`config.mk`:
```
export PLATFORM = sky130hd
export DESIGN_NAME = fbc_ctrl
export DESIGN_NICKNAME = d
export VERILOG_FILES = /design/src/rtl/fbc_seq_rom.v /design/src/rtl/fbc_ctrl.v
export VERILOG_INCLUDE_DIRS = /design/src /design/src/common
export SDC_FILE = /design/constraint.sdc
export NUM_CORES = 1
export LEC_CHECK = 0
export CAP_MARGIN = 20
export CORE_UTILIZATION = 64
export DETAILED_ROUTE_END_ITERATION = 10
export DONT_BUFFER_PORTS = 1
export PLACE_DENSITY_LB_ADDON = 0.08
export SYNTH_ARGS = -nofsm -noshare
export SYNTH_HDL_FRONTEND = slang
export SYNTH_HIERARCHICAL = 1
export SYNTH_SLANG_ARGS = --single-unit
export TNS_END_PERCENT = 20
```
`constraint.sdc`:
```
create_clock -name CLK -period 2.6 [get_ports CLK]
set_input_delay 0.13 -clock CLK [delete_from_list [all_inputs] [get_ports CLK]]
set_output_delay 0.13 -clock CLK [all_outputs]
set_load 0.02 [all_outputs]
```
`src/common/fbc_defs.vh`:
```
// constants for the flash bypass and sector-check host controller
`ifndef FBC_DEFS_VH
`define FBC_DEFS_VH
// ----------------------------------------------------------------------------
// flash side
// ----------------------------------------------------------------------------
`define FBC_AW          25
`define FBC_SECT_LSB    16
`define FBC_A_555       16'h0555
`define FBC_A_2AA       16'h02AA
`define FBC_D_UNLK1     8'hAA
`define FBC_D_UNLK2     8'h55
`define FBC_D_BYP_ENTRY 8'h20
`define FBC_D_BYP_PROG  8'hA0
`define FBC_D_BYP_EXIT1 8'h90
`define FBC_D_BYP_EXIT2 8'h00
`define FBC_D_ERASE_CHK 8'h35
`define FBC_D_BLANK_CHK 8'h33
`define FBC_D_RESET     8'hF0
`define FBC_DQ_FAIL     5
`define FBC_DQ_TOGGLE   6
// sequence table entry: {last, user data, address select, data byte}
`define FBC_AS_555      2'h0
`define FBC_AS_2AA      2'h1
`define FBC_AS_USER     2'h2
`define FBC_AS_SECT     2'h3
// first table entry of each command
`define FBC_IX_ENTRY    4'h0
`define FBC_IX_PROG     4'h3
`define FBC_IX_EXIT     4'h5
`define FBC_IX_ERASECHK 4'h7
`define FBC_IX_BLANK    4'h8
`define FBC_IX_ABORT    4'h9
`define FBC_IX_SOFT     4'hC
// ----------------------------------------------------------------------------
// software registers (avalon word index)
// ----------------------------------------------------------------------------
`define FBC_REG_CTRL    3'h0
`define FBC_REG_ADDR    3'h1
`define FBC_REG_WDATA   3'h2
`define FBC_REG_STATUS  3'h3
`define FBC_REG_RDATA   3'h4
`define FBC_CTRL_GO     0
`define FBC_CTRL_CMD    1
`define FBC_CTRL_ACCEL  4
`define FBC_CTRL_UNLK   5
`define FBC_CTRL_SUSP   6
`define FBC_CTRL_CLRNE  7
`define FBC_CMD_ENTRY    3'h0
`define FBC_CMD_PROG     3'h1
`define FBC_CMD_EXIT     3'h2
`define FBC_CMD_ERASECHK 3'h3
`define FBC_CMD_BLANK    3'h4
`define FBC_CMD_ABORT    3'h5
`define FBC_CMD_SOFT     3'h6
// ----------------------------------------------------------------------------
// timing at 125 MHz, least times rounded up
// ----------------------------------------------------------------------------
`define FBC_CLK_MHZ     125
`define FBC_T_SU_NS     10
`define FBC_T_WP_NS     35
`define FBC_T_WPH_NS    20
`define FBC_T_ACC_NS    110
`define FBC_T_RGAP_NS   20
`define FBC_CYC(ns)     (((ns) * `FBC_CLK_MHZ + 999) / 1000)
`endif

```
`src/rtl/fbc_seq_rom.v`:
```
// command sequence table with registered read data
`default_nettype none
module fbc_seq_rom (
  input  wire        CLK,
  input  wire        NRST,
  input  wire [3:0]  ADDR,
  output reg  [11:0] DATA
);
`include "fbc_defs.vh"
  always @(posedge CLK or negedge NRST) begin
    if (!NRST) begin
      DATA <= 12'h000;
    end else begin
      case (ADDR)
        4'h0:    DATA <= {2'b00, `FBC_AS_555, `FBC_D_UNLK1};
        4'h1:    DATA <= {2'b00, `FBC_AS_2AA, `FBC_D_UNLK2};
        4'h2:    DATA <= {2'b10, `FBC_AS_555, `FBC_D_BYP_ENTRY};
        4'h3:    DATA <= {2'b00, `FBC_AS_555, `FBC_D_BYP_PROG};
        4'h4:    DATA <= {2'b11, `FBC_AS_USER, 8'h00};
        4'h5:    DATA <= {2'b00, `FBC_AS_555, `FBC_D_BYP_EXIT1};
        4'h6:    DATA <= {2'b10, `FBC_AS_555, `FBC_D_BYP_EXIT2};
        4'h7:    DATA <= {2'b10, `FBC_AS_SECT, `FBC_D_ERASE_CHK};
        4'h8:    DATA <= {2'b10, `FBC_AS_SECT, `FBC_D_BLANK_CHK};
        4'h9:    DATA <= {2'b00, `FBC_AS_555, `FBC_D_UNLK1};
        4'hA:    DATA <= {2'b00, `FBC_AS_2AA, `FBC_D_UNLK2};
        4'hB:    DATA <= {2'b10, `FBC_AS_555, `FBC_D_RESET};
        4'hC:    DATA <= {2'b10, `FBC_AS_555, `FBC_D_RESET};
        default: DATA <= {2'b10, `FBC_AS_555, `FBC_D_RESET};
      endcase
    end
  end
endmodule // fbc_seq_rom
`default_nettype wire

```
`src/rtl/fbc_ctrl.v`:
```
// host controller for flash bypass programming and sector checks
//
// Operation
// high voltage on accelerate pin enters bypass
// dropping high voltage returns to normal
// buffer abort uses full three-cycle reset
// sectors unlocked before accelerate voltage
// bypass entry AA/555, 55/2AA, 20/555
// bypass program A0 then data
// bypass buffer write skips unlock cycles
// only listed commands valid in bypass
// device ignores other commands in bypass
// bypass exit 90 then 00
// erase status check 35h at sector 555h
// no erase check while busy or suspended
// erase check blocks reads, toggle polling
// erase check bit5 result, busy until clear
// erase check completion through ready bit (code ends the poll when the DQ6 toggle bit stops toggling)
// passing erase check returns controller idle
// untrustworthy sector must be erased again
// blank check 33h at sector 555h
// no blank check while busy or suspended
// blank check reads return polling status
// blank check polls like embedded erase
// blank check bit5 result, busy until clear
// blank check stops at first unerased bit
// blank check end returns controller idle
`default_nettype none
`include "fbc_defs.vh"
module fbc_ctrl #(
  parameter [15:0] POLL_MAX = 16'hFFFF
) (
  input  wire                CLK,
  input  wire                NRST,
  input  wire [2:0]          AVS_ADDRESS,
  input  wire                AVS_READ,
  input  wire                AVS_WRITE,
  input  wire [31:0]         AVS_WRITEDATA,
  output reg  [31:0]         AVS_READDATA,
  output reg                 AVS_WAITREQUEST,
  output reg  [`FBC_AW-1:0]  FL_ADDR,
  input  wire [15:0]         FL_DQ_I,
  output reg  [15:0]         FL_DQ_O,
  output reg                 FL_DQ_OE,
  output reg                 FL_CE_N,
  output reg                 FL_OE_N,
  output reg                 FL_WE_N,
  output reg                 FL_RESET_N,
  output reg                 FL_ACCEL_HV,
  input  wire                FL_RYBY
);
  // --------------------------------------------------------------------------
  // constants
  // --------------------------------------------------------------------------
  localparam integer C_SU  = `FBC_CYC(`FBC_T_SU_NS);
  localparam integer C_WP  = `FBC_CYC(`FBC_T_WP_NS);
  localparam integer C_WPH = `FBC_CYC(`FBC_T_WPH_NS);
  localparam integer C_ACC = `FBC_CYC(`FBC_T_ACC_NS);
  localparam integer C_RG  = `FBC_CYC(`FBC_T_RGAP_NS);

  localparam [3:0] S_IDLE = 4'h0;
  localparam [3:0] S_ROM  = 4'h1;
  localparam [3:0] S_SET  = 4'h2;
  localparam [3:0] S_SU   = 4'h3;
  localparam [3:0] S_WP   = 4'h4;
  localparam [3:0] S_WH   = 4'h5;
  localparam [3:0] S_RST  = 4'h6;
  localparam [3:0] S_RD   = 4'h7;
  localparam [3:0] S_RG   = 4'h8;

  // --------------------------------------------------------------------------
  // state
  // --------------------------------------------------------------------------
  reg  [3:0]         state_q;
  reg  [3:0]         step_q;
  reg  [4:0]         cnt_q;
  reg  [2:0]         cmd_q;
  reg  [`FBC_AW-1:0] addr_q;
  reg  [15:0]        wdata_q;
  reg  [15:0]        last_rd_q;
  reg  [15:0]        polls_q;
  reg                have_prev_q;
  reg                done_q;
  reg                busy_q;
  reg                bypass_q;
  reg                unlk_q;
  reg                susp_q;
  reg                fail_q;
  reg                need_erase_q;
  reg                refused_q;
  wire [11:0]        rom_data;
  reg  [3:0]         start_ix;
  reg                cmd_ok;
  reg  [`FBC_AW-1:0] seq_addr;
  reg  [31:0]        rd_mux;

  wire               bus_req = AVS_READ | AVS_WRITE;
  wire               commit_wr = AVS_WRITE & ~AVS_WAITREQUEST;
  wire               ctrl_wr = commit_wr & (AVS_ADDRESS == `FBC_REG_CTRL);
  wire [2:0]         new_cmd = AVS_WRITEDATA[`FBC_CTRL_CMD+2:`FBC_CTRL_CMD];
  wire               is_check = (cmd_q == `FBC_CMD_ERASECHK) ||
                                (cmd_q == `FBC_CMD_BLANK);
  wire [`FBC_AW-1:0] sect_addr = {addr_q[`FBC_AW-1:`FBC_SECT_LSB], `FBC_A_555};
  wire               cnt_end = (cnt_q == 5'h00);
  wire               tog_same = FL_DQ_I[`FBC_DQ_TOGGLE] == last_rd_q[`FBC_DQ_TOGGLE];
  wire               fail_seen = FL_DQ_I[`FBC_DQ_FAIL] & last_rd_q[`FBC_DQ_FAIL];

  fbc_seq_rom u_rom (
    .CLK  (CLK),
    .NRST (NRST),
    .ADDR (step_q),
    .DATA (rom_data)
  );

  // --------------------------------------------------------------------------
  // command admission
  // --------------------------------------------------------------------------
  always @* begin
    start_ix = `FBC_IX_SOFT;
    cmd_ok   = 1'b0;
    case (new_cmd)
      `FBC_CMD_ENTRY: begin
        start_ix = `FBC_IX_ENTRY;
        cmd_ok   = ~bypass_q;
      end
      `FBC_CMD_PROG: begin
        start_ix = `FBC_IX_PROG;
        cmd_ok   = bypass_q;
      end
      `FBC_CMD_EXIT: begin
        start_ix = `FBC_IX_EXIT;
        cmd_ok   = bypass_q;
      end
      `FBC_CMD_ERASECHK: begin
        start_ix = `FBC_IX_ERASECHK;
        cmd_ok   = ~bypass_q & ~AVS_WRITEDATA[`FBC_CTRL_SUSP] & FL_RYBY & ~fail_q;
      end
      `FBC_CMD_BLANK: begin
        start_ix = `FBC_IX_BLANK;
        cmd_ok   = ~bypass_q & ~AVS_WRITEDATA[`FBC_CTRL_SUSP] & FL_RYBY & ~fail_q;
      end
      `FBC_CMD_ABORT: begin
        start_ix = `FBC_IX_ABORT;
        cmd_ok   = 1'b1;
      end
      `FBC_CMD_SOFT: begin
        start_ix = `FBC_IX_SOFT;
        cmd_ok   = 1'b1;
      end
      default: begin
        start_ix = `FBC_IX_SOFT;
        cmd_ok   = 1'b0;
      end
    endcase
  end

  // address of the current sequence cycle
  always @* begin
    case (rom_data[9:8])
      `FBC_AS_555:  seq_addr = {{(`FBC_AW-16){1'b0}}, `FBC_A_555};
      `FBC_AS_2AA:  seq_addr = {{(`FBC_AW-16){1'b0}}, `FBC_A_2AA};
      `FBC_AS_USER: seq_addr = addr_q;
      default:      seq_addr = sect_addr;
    endcase
  end

  // --------------------------------------------------------------------------
  // register read mux
  // --------------------------------------------------------------------------
  always @* begin
    case (AVS_ADDRESS)
      `FBC_REG_CTRL:   rd_mux = {25'h000_0000, susp_q, unlk_q, FL_ACCEL_HV,
                                 cmd_q, 1'b0};
      `FBC_REG_ADDR:   rd_mux = {{(32-`FBC_AW){1'b0}}, addr_q};
      `FBC_REG_WDATA:  rd_mux = {16'h0000, wdata_q};
      `FBC_REG_STATUS: rd_mux = {25'h000_0000, FL_RYBY, refused_q, need_erase_q,
                                 fail_q, FL_ACCEL_HV, bypass_q, busy_q};
      `FBC_REG_RDATA:  rd_mux = {16'h0000, last_rd_q};
      default:         rd_mux = 32'h0000_0000;
    endcase
  end

  // --------------------------------------------------------------------------
  // avalon slave: one wait cycle, access takes effect when waitrequest is low
  // --------------------------------------------------------------------------
  always @(posedge CLK or negedge NRST) begin
    if (!NRST) begin
      AVS_WAITREQUEST <= 1'b1;
      AVS_READDATA    <= 32'h0000_0000;
    end else begin
      if (bus_req && AVS_WAITREQUEST) begin
        AVS_WAITREQUEST <= 1'b0;
        AVS_READDATA    <= rd_mux;
      end else begin
        AVS_WAITREQUEST <= 1'b1;
      end
    end
  end

  // --------------------------------------------------------------------------
  // registers and sequencer
  // --------------------------------------------------------------------------
  always @(posedge CLK or negedge NRST) begin
    if (!NRST) begin
      state_q      <= S_IDLE;
      step_q       <= 4'h0;
      cnt_q        <= 5'h00;
      cmd_q        <= 3'h0;
      addr_q       <= {`FBC_AW{1'b0}};
      wdata_q      <= 16'h0000;
      last_rd_q    <= 16'h0000;
      polls_q      <= 16'h0000;
      have_prev_q  <= 1'b0;
      done_q       <= 1'b0;
      busy_q       <= 1'b0;
      bypass_q     <= 1'b0;
      unlk_q       <= 1'b0;
      susp_q       <= 1'b0;
      fail_q       <= 1'b0;
      need_erase_q <= 1'b0;
      refused_q    <= 1'b0;
      FL_ADDR      <= {`FBC_AW{1'b0}};
      FL_DQ_O      <= 16'h0000;
      FL_DQ_OE     <= 1'b0;
      FL_CE_N      <= 1'b1;
      FL_OE_N      <= 1'b1;
      FL_WE_N      <= 1'b1;
      FL_RESET_N   <= 1'b0;
      FL_ACCEL_HV  <= 1'b0;
    end else begin
      FL_RESET_N <= 1'b1;
      if (commit_wr && AVS_ADDRESS == `FBC_REG_ADDR)
        addr_q <= AVS_WRITEDATA[`FBC_AW-1:0];
      if (commit_wr && AVS_WRITEDATA[`FBC_CTRL_CLRNE] && ctrl_wr)
        need_erase_q <= 1'b0;
      if (commit_wr && AVS_ADDRESS == `FBC_REG_WDATA)
        wdata_q <= AVS_WRITEDATA[15:0];
      // accelerate and mode bits only change while no sequence runs
      if (ctrl_wr && !busy_q) begin
        unlk_q <= AVS_WRITEDATA[`FBC_CTRL_UNLK];
        susp_q <= AVS_WRITEDATA[`FBC_CTRL_SUSP];
        if (AVS_WRITEDATA[`FBC_CTRL_ACCEL] && !FL_ACCEL_HV) begin
          if (AVS_WRITEDATA[`FBC_CTRL_UNLK]) begin
            FL_ACCEL_HV <= 1'b1;
            bypass_q    <= 1'b1;
          end else begin
            refused_q <= 1'b1;
          end
        end else if (!AVS_WRITEDATA[`FBC_CTRL_ACCEL] && FL_ACCEL_HV) begin
          FL_ACCEL_HV <= 1'b0;
          bypass_q    <= 1'b0;
        end
      end
      if (ctrl_wr && AVS_WRITEDATA[`FBC_CTRL_GO]) begin
        if (!busy_q && cmd_ok) begin
          busy_q    <= 1'b1;
          refused_q <= 1'b0;
          cmd_q     <= new_cmd;
          step_q    <= start_ix;
          state_q   <= S_ROM;
        end else begin
          refused_q <= 1'b1;
        end
      end
      case (state_q)
        S_IDLE: begin
          cnt_q <= 5'h00;
        end
        S_ROM: begin
          state_q <= S_SET;
        end
        S_SET: begin
          FL_ADDR  <= seq_addr;
          FL_DQ_O  <= rom_data[10] ? wdata_q : {8'h00, rom_data[7:0]};
          FL_DQ_OE <= 1'b1;
          FL_CE_N  <= 1'b0;
          cnt_q    <= C_SU[4:0] - 5'h01;
          state_q  <= S_SU;
        end
        S_SU: begin
          cnt_q <= cnt_q - 5'h01;
          if (cnt_end) begin
            FL_WE_N <= 1'b0;
            cnt_q   <= C_WP[4:0] - 5'h01;
            state_q <= S_WP;
          end
        end
        S_WP: begin
          cnt_q <= cnt_q - 5'h01;
          if (cnt_end) begin
            FL_WE_N <= 1'b1;
            cnt_q   <= C_WPH[4:0] - 5'h01;
            state_q <= S_WH;
          end
        end
        S_WH: begin
          cnt_q <= cnt_q - 5'h01;
          if (cnt_end) begin
            FL_CE_N  <= 1'b1;
            FL_DQ_OE <= 1'b0;
            if (!rom_data[11]) begin
              step_q  <= step_q + 4'h1;
              state_q <= S_ROM;
            end else if (is_check) begin
              // sector check launched: poll the toggle bit until it settles
              have_prev_q <= 1'b0;
              done_q      <= 1'b0;
              polls_q     <= 16'h0000;
              state_q     <= S_RST;
            end else begin
              if (cmd_q == `FBC_CMD_ENTRY)
                bypass_q <= 1'b1;
              if (cmd_q == `FBC_CMD_EXIT)
                bypass_q <= 1'b0;
              if (cmd_q == `FBC_CMD_SOFT)
                fail_q <= 1'b0;
              busy_q  <= 1'b0;
              state_q <= S_IDLE;
            end
          end
        end
        S_RST: begin
          FL_ADDR <= sect_addr;
          FL_CE_N <= 1'b0;
          FL_OE_N <= 1'b0;
          cnt_q   <= C_ACC[4:0] - 5'h01;
          state_q <= S_RD;
        end
        S_RD: begin
          cnt_q <= cnt_q - 5'h01;
          if (cnt_end) begin
            FL_CE_N     <= 1'b1;
            FL_OE_N     <= 1'b1;
            last_rd_q   <= FL_DQ_I;
            have_prev_q <= 1'b1;
            polls_q     <= polls_q + 16'h0001;
            cnt_q       <= C_RG[4:0] - 5'h01;
            state_q     <= S_RG;
            if (have_prev_q && tog_same) begin
              done_q <= 1'b1;
              fail_q <= 1'b0;
            end else if (have_prev_q && fail_seen) begin
              done_q       <= 1'b1;
              fail_q       <= 1'b1;
              need_erase_q <= 1'b1;
            end else if (polls_q == POLL_MAX - 16'h0001) begin
              // a stuck device must not hang the host forever
              done_q       <= 1'b1;
              fail_q       <= 1'b1;
              need_erase_q <= 1'b1;
            end
          end
        end
        S_RG: begin
          cnt_q <= cnt_q - 5'h01;
          if (cnt_end) begin
            if (done_q) begin
              busy_q  <= 1'b0;
              state_q <= S_IDLE;
            end else begin
              state_q <= S_RST;
            end
          end
        end
        default: begin
          state_q <= S_IDLE;
        end
      endcase
    end
  end
endmodule // fbc_ctrl
`default_nettype wire

```
==> results.toml <==
[status]
status = "finished, violations left"
violations = "negative hold slack"

[worst_setup_path]
cp_top_family = "simple AND/OR/NAND/NOR gates"
crit_fanout = 6
crit_top_cell = "o21ai_0"
cp_data_arrival_time_ns = 2.61
slowest_delay_ns = 0.55
cp.depth = 8
crit_chain = "inv_1, ha_1, or4b_4, nor2_4, o21ai_1, buf_4, o21ai_0, o21ai_0"
start_kind = "register"
crit_type = "register to register"
rr_worst_depth = 8
setup.worst_path.end_class = "register"
crit_path_top_delay_cell = "or4b_4"
cp_num_buf_inv = 2
required_ns = 2.91

[clock_network]
clock_latency_ns = 0.44
clkSinkCount = 182
ctsHtreeMaxLevel = 4
clockBufferDepth = 2
cts_tree = "built"
post_cts_buffers = 0
postCtsHoldBufs = 45
cts-root-buf = "clkbuf_16"
path_clk_slew_ns = 0.06
cts_buffers = 17

[place]
portBuffers = 0
dp_hpwl_um = 14100
place_ws_ns = 0.1453
globalplace.congestion = 0.9162

[synthesis]
yosysWarnings = 6
synth-edff-count = 0
synth_area_sq_mm = 0.008533
synth-seq-cells = 182
synth_cell_types = 64
synthCells = 856
synth_area_leaders = "dfrtp_1, nand2_1, mux2_2"
synth_top_area_cell = "dfrtp_1"
yosysTopAreaCellShare_pct = 52.20
synthFlopType = "dfrtp_1"
seq_area_frac_synth_pct = 53.43
syn_avg_cell_area_sq_um = 9.969
postSynth.asyncResetShare_pct = 100.0

[global_routing]
grt_pass1_wl_um = 35090
grt_usage_pct = 32.63
grt_start_max_net_pins = 183
grt-ovfl-total = 0
antenna_found_initial = 0
grt_pass1_vias = 6606

[route]
wirelength_um = 21630
viasPerCell = 6.282
drt_pass1_iterations = 5
drc = 0
routed-via-count = 6772
drtIter0Drc = 822
ant_nets = 0
wl_per_cell_um = 20.06

[sta]
fin_crit_ns = 2.302
finalMaxSlewViolations = 0
hold_viol = 182
skew_ns = 0.009966
holdWs_ns = -0.6102
rsz0062_at_grt = "no"
setup_viol = 0
setup_ws_ns = 0.2977
slew_headroom_pct = 41.71
period_share_pct = 88.55
timing.setup.tns_ns = 0
max_freq_mhz = 434.4
tightestPinTransition_ns = 0.8722

[floorplan]
die_h_um = 117.5
coreArea_sq_mm = 0.01282
initial_core_util_pct = 66.54
fp.dieW_um = 117.5
die_area_sq_mm = 0.01380
pin_count = 136
rows = 41

[flow_run]
drv_cap = 0

[cells_and_area]
fin_nets = 959
area.growth.synth_to_final_pct = 13.26
antenna_cells = 0
final_cell_mix = "dfrtp_1, nand2_1, o21ai_0"
final_core_utilization_pct = 75.36
final_common_cell = "dfrtp_1"
drive_above_1_share_pct = 11.59

[worst_hold_path]
holdCritPathClass = "input port to async pin"

[pwr]
max-vdd-ir-drop_v = 0.0006596
p_leak_uw = 0.004300
power_uw = 9676
powerDensity_mw_per_mm2 = 1001
path summary, 6_finish.rpt:
path | startpoint | endpoint | slack (ns)
min | NRST | FL_ADDR[17]$_DFFE_PN0P_ | -0.61
min in group CLK | AVS_ADDRESS[0] | AVS_READDATA[6]$_DFFE_PN0P_ | 0.02
max | cnt_q[0]$_DFFE_PN0P_ | polls_q[3]$_DFFE_PN0P_ | 0.30
max reg2reg | cnt_q[0]$_DFFE_PN0P_ | polls_q[3]$_DFFE_PN0P_ | 0.30
min reg2reg | last_rd_q[0]$_DFFE_PN0P_ | last_rd_q[0]$_DFFE_PN0P_ | 0.48
max in group asynchronous | NRST | FL_WE_N$_DFFE_PN1P_ | 2.88
Yosys cell counts (6+ instances only):
cell type / n
a22oi_1: 13
o22ai_1: 9
o21ai_0: 74
mux2i_1: 29
nand2b_1: 7
mux2_2: 40
clkbuf_1: 30
nor2_1: 59
ha_1: 10
nand3_1: 22
buf_4: 8
xnor2_1: 6
nand2_1: 157
buf_2: 10
a31oi_1: 11
a22o_1: 21
a21oi_1: 60
inv_1: 16
dfrtp_1: 178
nand4_1: 8
nor3_1: 6
per-layer routing:
metal	vias up	track usage (%)	part of all wire, %
li1	3075	-	-
met1	3369	42.32	41
met2	292	53.22	49
met3	36	9.060	7.3
met4	0	10.82	2.3
met5	-	0	0
sequential cells by signal, indices dropped and copies added, names as in the netlist, 4 cells and up:
name / count
AVS_READDATA: 25
FL_ADDR: 25
addr_q: 25
FL_DQ_O: 16
last_rd_q: 16
polls_q: 16
wdata_q: 16
u_rom/DATA: 11
cnt_q: 5
state_q: 4
step_q: 4
stage by stage:
step                cells  cell area [sq um]
floorplan             862               8556
global placement     1001               8648
detailed placement   1001               8648
CTS                  1078               9659
global route         1078               9664
finish               1078               9664
kinds of logic (layout without fill, tap and decap cells):
logic type | Yosys count | count (layout) | synth area share [%]
adders and majority gates | 10 | 10 | 1.466
and+or+nand+nor | 294 | 294 | 15.56
other | 2 | 8 | 0.08801
AOI/OAI and AO/OA | 219 | 219 | 15.66
DFF | 182 | 182 | 53.43
muxes | 70 | 70 | 8.856
xor gates and xnor gates | 9 | 9 | 0.9238
buffers and inverters | 70 | 114 | 4.018
power breakdown:
part / internal [uW] / switching, uW / leakage (uW)
Clock: 1450 / 1070 / 0.000270
Sequential: 3620 / 1080 / 0.00228
Combinational: 1030 / 1440 / 0.00175
timing repair:
action,in CTS,in global routing
hold endpoints to repair,267,182
endpoints found under the setup margin,0,2
resized for setup,0,1
cell type report:
class                   instances  area (sq um)
flip-flops and latches        182          4559
multi-input cells             610          3665
fillers                       856          3161
repair buffers                 65         600.6
clock buffers                  25         465.4
well taps                     172         215.2
clock inverters                 7         95.09
inverters                      17         63.81
Note: power is estimated with default switching activity, not from simulation.
